--- src/uio_pkg.sv ---
// Constants for the unit I/O bus data path
package uio_pkg;
    // ----------------------------------------------------------------
    // Register offsets
    // ----------------------------------------------------------------
    localparam logic [2:0] A_INSTR = 3'h0;
    localparam logic [2:0] A_WORD2 = 3'h1;
    localparam logic [2:0] A_ACC   = 3'h2;
    localparam logic [2:0] A_STAT  = 3'h3;
    localparam logic [2:0] A_PC    = 3'h4;
    localparam logic [2:0] A_TREG  = 3'h5;
    localparam logic [2:0] A_IR    = 3'h6;
    localparam logic [2:0] A_BT    = 3'h7;
    // ----------------------------------------------------------------
    // First word fields (bit 0 of the word is the lsb)
    // ----------------------------------------------------------------
    localparam int W_BIT    = 8;
    localparam int M_BIT    = 9;
    localparam int I_BIT    = 10;
    localparam int R_BIT    = 11;
    localparam int KIND_LSB = 12;
    localparam int CHAR_W   = 7;
    // ----------------------------------------------------------------
    // Instruction kinds
    // ----------------------------------------------------------------
    localparam logic [2:0] K_CMD  = 3'h0;
    localparam logic [2:0] K_TEST = 3'h1;
    localparam logic [2:0] K_MOP  = 3'h2;
    localparam logic [2:0] K_AOP  = 3'h3;
    localparam logic [2:0] K_MIP  = 3'h4;
    localparam logic [2:0] K_AIP  = 3'h5;
    // ----------------------------------------------------------------
    // Fixed locations, forced codes and reset values
    // ----------------------------------------------------------------
    localparam logic [14:0] INT0_ADDR  = 15'h0002;
    localparam logic [14:0] INT1_ADDR  = 15'h0003;
    localparam logic [15:0] SPB_IND    = 16'hf400;
    localparam logic [14:0] BT_CNT_LOC = 15'h0010;
    localparam logic [14:0] BT_ADR_LOC = 15'h0011;
    localparam logic [15:0] RST_WORD   = 16'h0000;
    // ----------------------------------------------------------------
    // Timing
    // ----------------------------------------------------------------
    localparam int CLK_NS       = 20;
    localparam int MEM_CYC_NS   = 160;
    localparam int MEM_CYC_CLKS = MEM_CYC_NS / CLK_NS;
    // ----------------------------------------------------------------
    // Sequencer states
    // ----------------------------------------------------------------
    typedef enum logic [3:0] {
        S_IDLE, S_IND, S_TEST, S_E1, S_AIP2, S_INT, S_BTC, S_BTA, S_BTW
    } uio_state_t;
endpackage

--- src/uio_bus.sv ---
// Mainframe side sequencer of the daisy-chained unit I/O bus
//
// Functional notes
// - Wait flag 0 runs skip mode, 1 runs wait mode
// - Addressing flag 0 uses immediate second word, 1 fetches address
// - High-address flag appends fifteenth bit to 14-bit address
// - Memory input stores word; character units fill 7 low bits
// - All units share one parallel cable and look identical
// - Command, test, memory output word held whole cycle on drivers
// - Outgoing word and controls go to all units together
// - Accumulator output routes accumulator to cable drivers
// - Memory input gates unit data-in word into memory data
// - Accumulator input goes via temporary register into accumulator
// - Interrupt forces its fixed address into temporary address register
// - Interrupt forces indirect store-place-branch code into instruction
// - Block transfer fetches count and address, writes address back
// - Unit number bits 0-5 stay stable on the bus all instruction
// - Sync plus ready level; skip mode skips on high, advances on low
// - Wait mode repeats test cycle until ready, then advances once
//
// The register addresses and the strobed register port are this design's own decisions.
`timescale 1ns/100ps
module uio_bus #(
    parameter int CYC_CLKS = uio_pkg::MEM_CYC_CLKS
) (
    // Clock and reset
    input  wire logic        clk_sys,
    input  wire logic        rst,
    // Register port
    input  wire logic [2:0]  reg_addr,
    input  wire logic [15:0] reg_wdata,
    input  wire logic        reg_wr,
    input  wire logic        reg_rd,
    output logic      [15:0] reg_rdata,
    // Memory module port, read data one clock after mem_rd
    output logic      [14:0] mem_addr,
    output logic             mem_rd,
    input  wire logic [15:0] mem_rdata,
    output logic             mem_wr,
    output logic      [15:0] mem_wdata,
    // Unit I/O bus
    output logic      [5:0]  unit_no,
    output logic      [15:0] bus_out,
    output logic             bus_out_en,
    output logic             ctl_test,
    output logic             ctl_exec,
    output logic      [2:0]  ctl_kind,
    input  wire logic        ret_sync,
    input  wire logic        ret_ready,
    input  wire logic        sense_ret,
    input  wire logic        char_unit,
    input  wire logic [15:0] data_in,
    // Interrupts and block transfer
    input  wire logic [1:0]  int_req,
    output logic      [1:0]  int_ack,
    input  wire logic        bt_start,
    input  wire logic        bt_store
);
    // ----------------------------------------------------------------
    // Elaboration check
    // ----------------------------------------------------------------
    if (CYC_CLKS < 4 || CYC_CLKS > 255) begin : g_chk
        $error("CYC_CLKS out of range");
    end

    uio_pkg::uio_state_t st_r, st_nxt;
    logic [7:0]  cnt_r;
    logic [15:0] ir_r, word2_r, mdr_r, acc_r, tmp_r, bt_cnt_r;
    logic [14:0] pc_r, t_r, bt_adr_r;
    logic        go_r, sync_r, rdy_r, sense_r, btgo_r, btwb_r;

    // ----------------------------------------------------------------
    // Decode
    // ----------------------------------------------------------------
    wire       tick     = (cnt_r == 8'(CYC_CLKS - 1));
    wire       ph_rd    = (cnt_r == 8'h00);
    wire       ph_cap   = (cnt_r == 8'h01);
    wire       f_wait   = ir_r[uio_pkg::W_BIT];
    wire       f_addr   = ir_r[uio_pkg::I_BIT];
    wire       f_merge  = ir_r[uio_pkg::R_BIT];
    wire [2:0] kind     = ir_r[uio_pkg::KIND_LSB +: 3];
    wire [14:0] ea      = {ir_r[uio_pkg::M_BIT], word2_r[13:0]};
    wire       busy     = (st_r != uio_pkg::S_IDLE);
    wire       io_st    = (st_r == uio_pkg::S_IND) || (st_r == uio_pkg::S_TEST)
                       || (st_r == uio_pkg::S_E1) || (st_r == uio_pkg::S_AIP2);
    wire       in_e1    = (st_r == uio_pkg::S_E1);
    wire       k_out    = (kind == uio_pkg::K_CMD) || (kind == uio_pkg::K_TEST)
                       || (kind == uio_pkg::K_MOP);
    wire       k_aop    = (kind == uio_pkg::K_AOP);
    wire       k_mip    = (kind == uio_pkg::K_MIP);
    wire       k_aip    = (kind == uio_pkg::K_AIP);
    wire       int_pend = |int_req;
    wire       rd_st    = (st_r == uio_pkg::S_IND) || (st_r == uio_pkg::S_BTC)
                       || (st_r == uio_pkg::S_BTA);
    wire       wr_instr = reg_wr && reg_addr == uio_pkg::A_INSTR && !busy && !go_r;
    wire       sync_now = sync_r || ret_sync;
    wire       rdy_now  = sync_r ? rdy_r : ret_ready;
    wire       done_io  = tick && ((in_e1 && !k_aip) || st_r == uio_pkg::S_AIP2);
    wire [14:0] pc_step = (f_wait ? 15'h0001 : 15'h0002);
    wire [15:0] char_in = {{(16 - uio_pkg::CHAR_W){1'b0}}, data_in[uio_pkg::CHAR_W-1:0]};
    wire [15:0] aip_val = f_merge ? {acc_r[15:8], tmp_r[7:0]} : tmp_r;

    // ----------------------------------------------------------------
    // Memory and unit bus outputs
    // ----------------------------------------------------------------
    assign mem_rd     = rd_st && ph_rd;
    assign mem_wr     = ((in_e1 && k_mip) || st_r == uio_pkg::S_BTW) && tick;
    assign mem_addr   = (st_r == uio_pkg::S_BTC) ? uio_pkg::BT_CNT_LOC :
                        (st_r == uio_pkg::S_BTA || st_r == uio_pkg::S_BTW) ?
                        uio_pkg::BT_ADR_LOC : ea;
    // Character units fill only the low bits, the rest of the cell is cleared
    assign mem_wdata  = (st_r == uio_pkg::S_BTW) ? {1'b0, bt_adr_r} :
                        (char_unit ? char_in : data_in);
    // Unit number comes straight from the held instruction word
    assign unit_no    = ir_r[5:0];
    assign bus_out    = k_aop ? acc_r : mdr_r;
    assign bus_out_en = in_e1 && (k_out || k_aop);
    assign ctl_test   = (st_r == uio_pkg::S_TEST);
    assign ctl_exec   = in_e1;
    assign ctl_kind   = kind;

    // ----------------------------------------------------------------
    // Sequencer
    // ----------------------------------------------------------------
    always_comb begin
        st_nxt = st_r;
        case (st_r)
            uio_pkg::S_IDLE: begin
                if (int_pend) begin
                    st_nxt = uio_pkg::S_INT;
                end else if (go_r) begin
                    st_nxt = f_addr ? uio_pkg::S_IND : uio_pkg::S_TEST;
                end else if (btgo_r) begin
                    st_nxt = uio_pkg::S_BTC;
                end else if (btwb_r) begin
                    st_nxt = uio_pkg::S_BTW;
                end
            end
            uio_pkg::S_IND:  st_nxt = uio_pkg::S_TEST;
            uio_pkg::S_TEST: begin
                if (sync_now) begin
                    if (rdy_now) begin
                        st_nxt = uio_pkg::S_E1;
                    end else if (!f_wait) begin
                        st_nxt = uio_pkg::S_IDLE;
                    end
                end
            end
            uio_pkg::S_E1:   st_nxt = k_aip ? uio_pkg::S_AIP2 : uio_pkg::S_IDLE;
            uio_pkg::S_BTC:  st_nxt = uio_pkg::S_BTA;
            default:         st_nxt = uio_pkg::S_IDLE;
        endcase
    end

    always_ff @(posedge clk_sys or posedge rst) begin
        if (rst) begin
            st_r  <= uio_pkg::S_IDLE;
            cnt_r <= 8'h00;
        end else begin
            cnt_r <= tick ? 8'h00 : cnt_r + 8'h01;
            if (tick) begin
                st_r <= st_nxt;
            end
        end
    end

    // Return sync seen in the address fetch is kept past its end, until the following test cycle ends
    always_ff @(posedge clk_sys or posedge rst) begin
        if (rst) begin
            sync_r  <= 1'b0;
            rdy_r   <= 1'b0;
            sense_r <= 1'b0;
        end else if (tick && st_r != uio_pkg::S_IND) begin
            sync_r <= 1'b0;
        end else if (ret_sync && (st_r == uio_pkg::S_IND || ctl_test)) begin
            sync_r  <= 1'b1;
            rdy_r   <= ret_ready;
            sense_r <= sense_ret;
        end
    end

    // ----------------------------------------------------------------
    // Data registers
    // ----------------------------------------------------------------
    always_ff @(posedge clk_sys or posedge rst) begin
        if (rst) begin
            ir_r    <= uio_pkg::RST_WORD;
            word2_r <= uio_pkg::RST_WORD;
            mdr_r   <= uio_pkg::RST_WORD;
            go_r    <= 1'b0;
        end else begin
            if (wr_instr) begin
                ir_r <= reg_wdata;
                go_r <= 1'b1;
            end else if (st_r == uio_pkg::S_INT && tick) begin
                ir_r <= uio_pkg::SPB_IND;
            end
            if (reg_wr && reg_addr == uio_pkg::A_WORD2 && !busy) begin
                word2_r <= reg_wdata;
            end
            if (tick && st_r == uio_pkg::S_IDLE && go_r && !int_pend) begin
                go_r  <= 1'b0;
                mdr_r <= word2_r;
            end else if (st_r == uio_pkg::S_IND && ph_cap) begin
                mdr_r <= mem_rdata;
            end
        end
    end

    always_ff @(posedge clk_sys or posedge rst) begin
        if (rst) begin
            acc_r <= uio_pkg::RST_WORD;
            tmp_r <= uio_pkg::RST_WORD;
            pc_r  <= 15'h0000;
        end else begin
            if (reg_wr && reg_addr == uio_pkg::A_ACC && !busy) begin
                acc_r <= reg_wdata;
            end else if (st_r == uio_pkg::S_AIP2 && tick) begin
                acc_r <= aip_val;
            end
            if (in_e1 && k_aip && tick) begin
                tmp_r <= data_in;
            end
            if (done_io) begin
                pc_r <= pc_r + pc_step;
            end else if (ctl_test && tick && sync_now && !rdy_now && !f_wait) begin
                pc_r <= pc_r + 15'h0001;
            end
        end
    end

    // ----------------------------------------------------------------
    // Interrupt forcing and block transfer pointers
    // ----------------------------------------------------------------
    always_ff @(posedge clk_sys or posedge rst) begin
        if (rst) begin
            t_r      <= 15'h0000;
            int_ack  <= 2'b00;
            bt_cnt_r <= uio_pkg::RST_WORD;
            bt_adr_r <= 15'h0000;
            btgo_r   <= 1'b0;
            btwb_r   <= 1'b0;
        end else begin
            int_ack <= 2'b00;
            if (st_r == uio_pkg::S_INT && tick) begin
                t_r     <= int_req[0] ? uio_pkg::INT0_ADDR : uio_pkg::INT1_ADDR;
                int_ack <= int_req[0] ? 2'b01 : {int_req[1], 1'b0};
            end else if (f_addr && io_st && ph_cap && st_r == uio_pkg::S_IND) begin
                t_r <= ea;
            end
            // A new request wins over the clear of the one just taken
            if (bt_start) begin
                btgo_r <= 1'b1;
            end else if (st_r == uio_pkg::S_BTC) begin
                btgo_r <= 1'b0;
            end
            if (bt_store) begin
                btwb_r <= 1'b1;
            end else if (st_r == uio_pkg::S_BTW) begin
                btwb_r <= 1'b0;
            end
            if (st_r == uio_pkg::S_BTC && ph_cap) begin
                bt_cnt_r <= mem_rdata;
            end
            if (st_r == uio_pkg::S_BTA && ph_cap) begin
                bt_adr_r <= mem_rdata[14:0];
            end
        end
    end

    // ----------------------------------------------------------------
    // Register read port
    // ----------------------------------------------------------------
    wire [15:0] stat = {8'h00, char_unit, kind, sense_r, rdy_r,
                        ctl_test && f_wait, busy};
    logic [15:0] rd_mux;
    always_comb begin
        case (reg_addr)
            uio_pkg::A_INSTR: rd_mux = ir_r;
            uio_pkg::A_WORD2: rd_mux = word2_r;
            uio_pkg::A_ACC:   rd_mux = acc_r;
            uio_pkg::A_STAT:  rd_mux = stat;
            uio_pkg::A_PC:    rd_mux = {1'b0, pc_r};
            uio_pkg::A_TREG:  rd_mux = {1'b0, t_r};
            uio_pkg::A_IR:    rd_mux = bt_cnt_r;
            default:          rd_mux = {1'b0, bt_adr_r};
        endcase
    end

    always_ff @(posedge clk_sys or posedge rst) begin
        if (rst) begin
            reg_rdata <= 16'h0000;
        end else begin
            reg_rdata <= reg_rd ? rd_mux : 16'h0000;
        end
    end
endmodule // uio_bus

--- config.mk ---
export PLATFORM = sky130hd
export DESIGN_NAME = uio_bus
export DESIGN_NICKNAME = d
export VERILOG_FILES = /design/src/uio_pkg.sv /design/src/uio_bus.sv
export SDC_FILE = /design/constraint.sdc
export NUM_CORES = 1
export LEC_CHECK = 0
export BUFFER_PORTS_ARGS = -buffer_cell sky130_fd_sc_hd__clkbuf_2
export CORE_MARGIN = 5
export CORE_UTILIZATION = 54
export DETAILED_ROUTE_END_ITERATION = 10
export PLACE_DENSITY = 0.77
export SYNTH_ARGS = -nofsm -noshare
export SYNTH_HDL_FRONTEND = slang
export SYNTH_SLANG_ARGS = --single-unit
--- constraint.sdc ---
create_clock -name clk_sys -period 10.6 [get_ports clk_sys]
set_input_delay 1.59 -clock clk_sys [delete_from_list [all_inputs] [get_ports clk_sys]]
set_output_delay 1.59 -clock clk_sys [all_outputs]
set_load 0.01 [all_outputs]
==> impl_metrics.env, run 1 <==
export IMPL_cts_max_path_buffers=2
export IMPL_async_flop_share=1.000
export IMPL_dr_total_vias=7124
export IMPL_place_port_buffers=141
export IMPL_syn_to_final_growth_pct=15.65
export IMPL_cts_sinks=177
export IMPL_cap_violations=0
export IMPL_coreArea_um2=16000
export IMPL_finalMaxSlewViolations=0
export IMPL_r2r_setup_slack_ns=7.66
export IMPL_viasPerCell=6.068
export IMPL_die_y_um=138.2
export IMPL_grt_max_degree=103
export IMPL_path_max_fanout=27
export IMPL_ys_seq_area_frac=0.4988
export IMPL_cp_slowest_stage_delay_ns=0.83
export IMPL_setup_violations=0
export IMPL_insertion_delay_ns=0.44
export IMPL_synth_top_family_by_area="multiplexers"
export IMPL_syn_area_um2=8880
export IMPL_synthSimpleGateAreaFrac=0.1519
export IMPL_fillerInstances=1326
export IMPL_fin_hold_ws_ns=0.4955
export IMPL_syn_nets=899
export IMPL_min_period_ns=4.310
export IMPL_synthMuxAreaShare=0.1594
export IMPL_die_area_um2=19110
export IMPL_synth_top_area_cell="dfrtp_1"
export IMPL_dpl_hpwl_mm=18.40
export IMPL_grt_pass1_vias=7038
export IMPL_critPathRequiredTime_ns=9.01
export IMPL_antenna_cells=0
export IMPL_finalCritPeriodShare=0.4066
export IMPL_initial_utilization=0.5550
export IMPL_finalHoldViolCount=0
export IMPL_rsz0062_at_grt="no"
export IMPL_nNetsFinal=1014
export IMPL_synth_edff_count=0
export IMPL_post_cts_buffers=0
export IMPL_synthFlopType="dfrtp_1"
export IMPL_syn_area_per_cell_um2=10.70
export IMPL_synth_top_cell_area_share=0.4988
export IMPL_slowest_stage="a21oi_1"
export IMPL_cts_resized_gates=0
export IMPL_ctsHoldBuffers=0
export IMPL_status="finished, final reports clean"
export IMPL_grt_pass1_wl_mm=40.58
export IMPL_crit_path_end_kind="output port"
export IMPL_ys_types=60
export IMPL_drt_iter0_markers=669
export IMPL_cts_root_buf="clkbuf_16"
export IMPL_drive_gt1_frac=0.3132
export IMPL_synth_compound_area_frac=0.1272
export IMPL_cts_buffers=17
export IMPL_cp_cell_sequence="nand2b_1 -> nor3_2 -> buf_4 -> a21oi_1 -> and2_1 -> clkbuf_2"
export IMPL_wl_per_cell_um=22.19
export IMPL_finClkSkew_ns=0.01313
export IMPL_ant_nets=0
export IMPL_io_pins=142
export IMPL_grt_overflow_total=0
export IMPL_wl_mm=26.05
export IMPL_h_tree_depth=4
export IMPL_setup_tns_ns=0
export IMPL_leakagePower_nw=4.709
export IMPL_dr_pass1_iters=5
export IMPL_max_freq_ghz=0.2320
export IMPL_cp_arrival_ns=2.72
export IMPL_synth_area_top_cells="dfrtp_1 (50%), mux2_2 (13%), nor2_1 (3.3%)"
export IMPL_die_w_um=138.2
export IMPL_p_per_area_nw_per_um2=231.0
export IMPL_max_slew_margin=0.2021
export IMPL_regArea_um2=4429
export IMPL_worstSetupPathType="reg2out"
export IMPL_gp_congestion=0.8996
export IMPL_antenna_found_initial=0
export IMPL_clkTransAtPathRegs_ns=0.07
export IMPL_multi_input_area_um2=4148
export IMPL_synth_xor_area_frac=0.01874
export IMPL_irDropWorstVdd_mv=0.1276
export IMPL_fp_row_count=46
export IMPL_yosys_area_share_adder=0.009300
export IMPL_synth_cells=830
export IMPL_cts_tree="yes"
export IMPL_yosysWarnings=0
export IMPL_min_path_type="reg2reg"
export IMPL_track_usage=0.2724
export IMPL_synth_commonest_cells="dfrtp_1 (177), mux2_2 (100), nor2_1 (79), nand2_1 (65), clkbuf_1 (44)"
export IMPL_start_kind="flop"
export IMPL_drc=0
export IMPL_worstMarginPinSlew_ns=1.194
export IMPL_ys_ff_latch=177
export IMPL_yosysMostFrequentCell="dfrtp_1"
-- cell usage in the layout (no fill, tap or decap), drive strengths merged, types with 15 or more instances in the layout --
master,count
a21oi,22
a22o,23
and2,19
clkbuf,162
dfrtp,177
inv,18
mux2,101
mux2i,21
nand2,65
nand2b,17
nand3,15
nor2,79
o21ai,43
o22ai,23
-- final cells by class --
| class | count | area share |
|---|---|---|
| tap | 216 | 0.02632 |
| clock buffer | 21 | 0.04581 |
| sequential | 177 | 0.4313 |
| multi-input combinational | 582 | 0.4039 |
| clock inverter | 11 | 0.009259 |
| timing repair buffer | 154 | 0.07822 |
| inverter | 13 | 0.005239 |
-- worst paths after layout --
kind	from	end	depth (start not counted)
worst min-delay path	ir_r[15]	ir_r[15]	1
worst max register to register	cnt_r[3]	pc_r[10]	8
max in group asynchronous	rst	t_r[9]	3
worst max-delay path	st_r[2]	mem_addr[2]	6
worst min register to register	ir_r[15]	ir_r[15]	1
min in group asynchronous	rst	reg_rdata[10]	2
-- cell families after synthesis --
kind of cell	Yosys count
fa+ha+maj	6
mux	125
buf+inv	71
flops	177
compound gates	168
xor+xnor	19
simple gates	264
-- power breakdown --
group | leakage (nW) | internal, W | total [W] | switching [W]
clock | 0.274 | 0.000325 | 0.000606 | 0.000281
combinational | 2.31 | 0.000347 | 0.000734 | 0.000387
sequential | 2.12 | 0.000841 | 0.00103 | 0.000192
-- registers in the layout, summed over array words and instances, names as in the netlist --
signal,cells
rdy_r,1
cnt_r,8
go_r,1
int_ack,2
acc_r,16
reg_rdata,16
ir_r,16
word2_r,16
t_r,15
bt_cnt_r,16
sense_r,1
pc_r,15
sync_r,1
mdr_r,16
tmp_r,16
btgo_r,1
btwb_r,1
st_r,4
bt_adr_r,15
-- critical path, delay by kind of cell (launching register included) --
| family | cells | cell delay [ns] |
|---|---|---|
| simple gates | 3 | 0.49 |
| compound gates | 1 | 0.83 |
| flops | 1 | 0.57 |
| buf+inv | 2 | 0.39 |
-- layer usage --
metal | vias up | track usage | wire, um
li1 | 3211 | - | -
met1 | 3494 | 0.3898 | 11220
met2 | 367 | 0.4075 | 11620
met3 | 52 | 0.06034 | 2365
met4 | 0 | 0.1061 | 845
met5 | - | 0 | 0
-- per-stage QoR --
| stage | cells | worst slack [ns] | utilization | total power (W) | area (um^2) |
|---|---|---|---|---|---|
| after detailed placement | 1142 | 6.608 | 0.6065 | 0.001762 | 9704 |
| after floorplan | 830 | 4.208 | - | 0.001477 | 8880 |
| after global placement | 1142 | 6.707 | 0.6065 | 0.001741 | 9704 |
| after global routing | 1174 | 6.065 | 0.6419 | 0.002488 | 10270 |
| after CTS | 1174 | 6.218 | 0.6419 | 0.002372 | 10270 |
| final | 1174 | 6.290 | 0.6419 | 0.002373 | 10270 |
(Power assumes the default switching activity.)
==> inputs of run 2 (changes only) <==
- CORE_UTILIZATION: 54 -> 52
- clock period: 10.6 -> 3.86 ns (I/O delays scaled with it)
==> run 2 against run 1 <==
  * Hold slack worse by 0.19 ns
  * Cell count increased by 1.2%
  * Clock skew decreased by 0.0035 ns
  * First-iteration DRC count rose by 30%
  * Design area increased by 1.2%
  * Count of clock-buffer cells in the layout up 3
  * Largest cell class unchanged
  * Power grew to 2.8 times the previous value
  * Non-clock buffer count up 10
  * Largest power group unchanged
==> impl_metrics.env, run 2 (same netlist as run 1, synthesis figures left out) <==
export IMPL_status="finished, final reports clean"
export IMPL_ant_nets=0
export IMPL_viasPerCell=6.098
export IMPL_die_y_um=140.7
export IMPL_fp_row_count=47
export IMPL_finalHoldViolCount=0
export IMPL_crit_path_end_kind="output port"
export IMPL_wl_per_cell_um=22.52
export IMPL_worstMarginPinSlew_ns=1.473
export IMPL_post_cts_buffers=0
export IMPL_cts_sinks=177
export IMPL_p_per_area_nw_per_um2=641.5
export IMPL_nNetsFinal=1024
export IMPL_grt_pass1_vias=7244
export IMPL_antenna_found_initial=0
export IMPL_cp_arrival_ns=2.36
export IMPL_dr_pass1_iters=5
export IMPL_cts_resized_gates=0
export IMPL_fillerInstances=1336
export IMPL_min_path_type="in2async"
export IMPL_grt_max_degree=178
export IMPL_layout_commonest_cell="dfrtp_1"
export IMPL_power_w=0.006670
export IMPL_cp_cell_sequence="nand2b_1 -> nor3_2 -> buf_4 -> a21oi_1 -> buf_4 -> and2_1 -> clkbuf_2"
export IMPL_place_port_buffers=141
export IMPL_cts_max_path_buffers=2
export IMPL_track_usage=0.2748
export IMPL_worstSetupPathType="reg2out"
export IMPL_drive_gt1_frac=0.3161
export IMPL_dpl_hpwl_mm=19.14
export IMPL_antenna_cells=0
export IMPL_insertion_delay_ns=0.43
export IMPL_rsz0062_at_grt="no"
export IMPL_finalCritPeriodShare=0.7612
export IMPL_setup_violations=0
export IMPL_max_freq_ghz=0.3403
export IMPL_drc=0
export IMPL_setup_tns_ns=0
export IMPL_gp_congestion=0.9508
export IMPL_clkTransAtPathRegs_ns=0.07
export IMPL_finalMaxSlewViolations=0
export IMPL_cap_violations=0
export IMPL_path_max_fanout=26
export IMPL_initial_utilization=0.5336
export IMPL_drt_iter0_markers=872
export IMPL_ctsHoldBuffers=0
export IMPL_grt_pass1_wl_mm=42.05
export IMPL_cp_slowest_stage_delay_ns=0.50
export IMPL_die_area_um2=19790
export IMPL_start_kind="flop"
export IMPL_critPathRequiredTime_ns=3.28
export IMPL_final_cell_mix="dfrtp_1 (177), clkbuf_2 (141), mux2_2 (100), nor2_1 (79), nand2_1 (65)"
export IMPL_cts_buffers=17
export IMPL_cts_tree="yes"
export IMPL_grt_overflow_total=0
export IMPL_finClkSkew_ns=0.009645
export IMPL_die_w_um=140.7
export IMPL_cpMostUsedCell="buf_4"
export IMPL_max_slew_margin=0.01577
export IMPL_io_pins=142
export IMPL_min_period_ns=2.938
export IMPL_wl_mm=26.76
export IMPL_dr_total_vias=7244
export IMPL_coreArea_um2=16640
export IMPL_slowest_stage="dfrtp_1"
export IMPL_h_tree_depth=4
export IMPL_leakagePower_nw=4.768
export IMPL_irDropWorstVdd_mv=0.3727
export IMPL_cts_root_buf="clkbuf_16"
export IMPL_syn_to_final_growth_pct=17.08
-- run 2: path summary, 6_finish.rpt --
check,to,slack (ns),start,depth (start not counted)
worst max register to register,pc_r[10],0.98,st_r[0],8
worst min-delay path,word2_r[6],0.31,rst,3
worst min register to register,t_r[13],0.50,t_r[13],1
max in group asynchronous,rdy_r,2.68,rst,3
worst max-delay path,mem_addr[9],0.92,st_r[2],7
min in group clk_sys,btwb_r,0.33,bt_store,2
-- run 2: layout make-up --
cell class,count,area (um^2),area share
clock inverter,8,128.9,0.01240
timing repair buffer,164,890.9,0.08569
inverter,13,52.55,0.005055
sequential,177,4429,0.4260
clock buffer,24,471.7,0.04537
tap,220,275.3,0.02648
multi-input combinational,582,4148,0.3990
-- run 2: metal layers --
layer / global-route usage / vias up / wire (um)
met5: 0 / - / 0
met4: 0.1040 / 0 / 830
met3: 0.05554 / 61 / 2380
met2: 0.4244 / 382 / 12280
met1: 0.3856 / 3581 / 11270
li1: - / 3220 / -
-- run 2: stage by stage --
stage	hold slack (ns)	util	setup WS, ns	instances	instance area, um^2
2_1_floorplan	0.4419	-	1.014	830	8884
3_3_place_gp	0.4791	0.5886	1.100	1156	9796
3_5_place_dp	0.4817	0.5886	1.019	1156	9796
4_1_cts	0.3196	0.6247	0.8879	1188	10400
5_1_grt	0.3462	0.6247	0.7444	1188	10400
6_report	0.3069	0.6247	0.9218	1188	10400
-- run 2: worst max-delay path: cells and delay by family (launching register included) --
kind | cells | cell delay, ns
simple gates | 3 | 0.59
buf+inv | 3 | 0.70
compound gates | 1 | 0.11
flops | 1 | 0.50
-- run 2: power by group --
group / leakage, nW / switching (W) / total, W / internal (W)
clock network: 0.289 / 0.000723 / 0.00178 / 0.00106
logic: 2.36 / 0.00110 / 0.00206 / 0.000965
registers: 2.12 / 0.000518 / 0.00283 / 0.00231
total: 4.77 / 0.00234 / 0.00667 / 0.00433
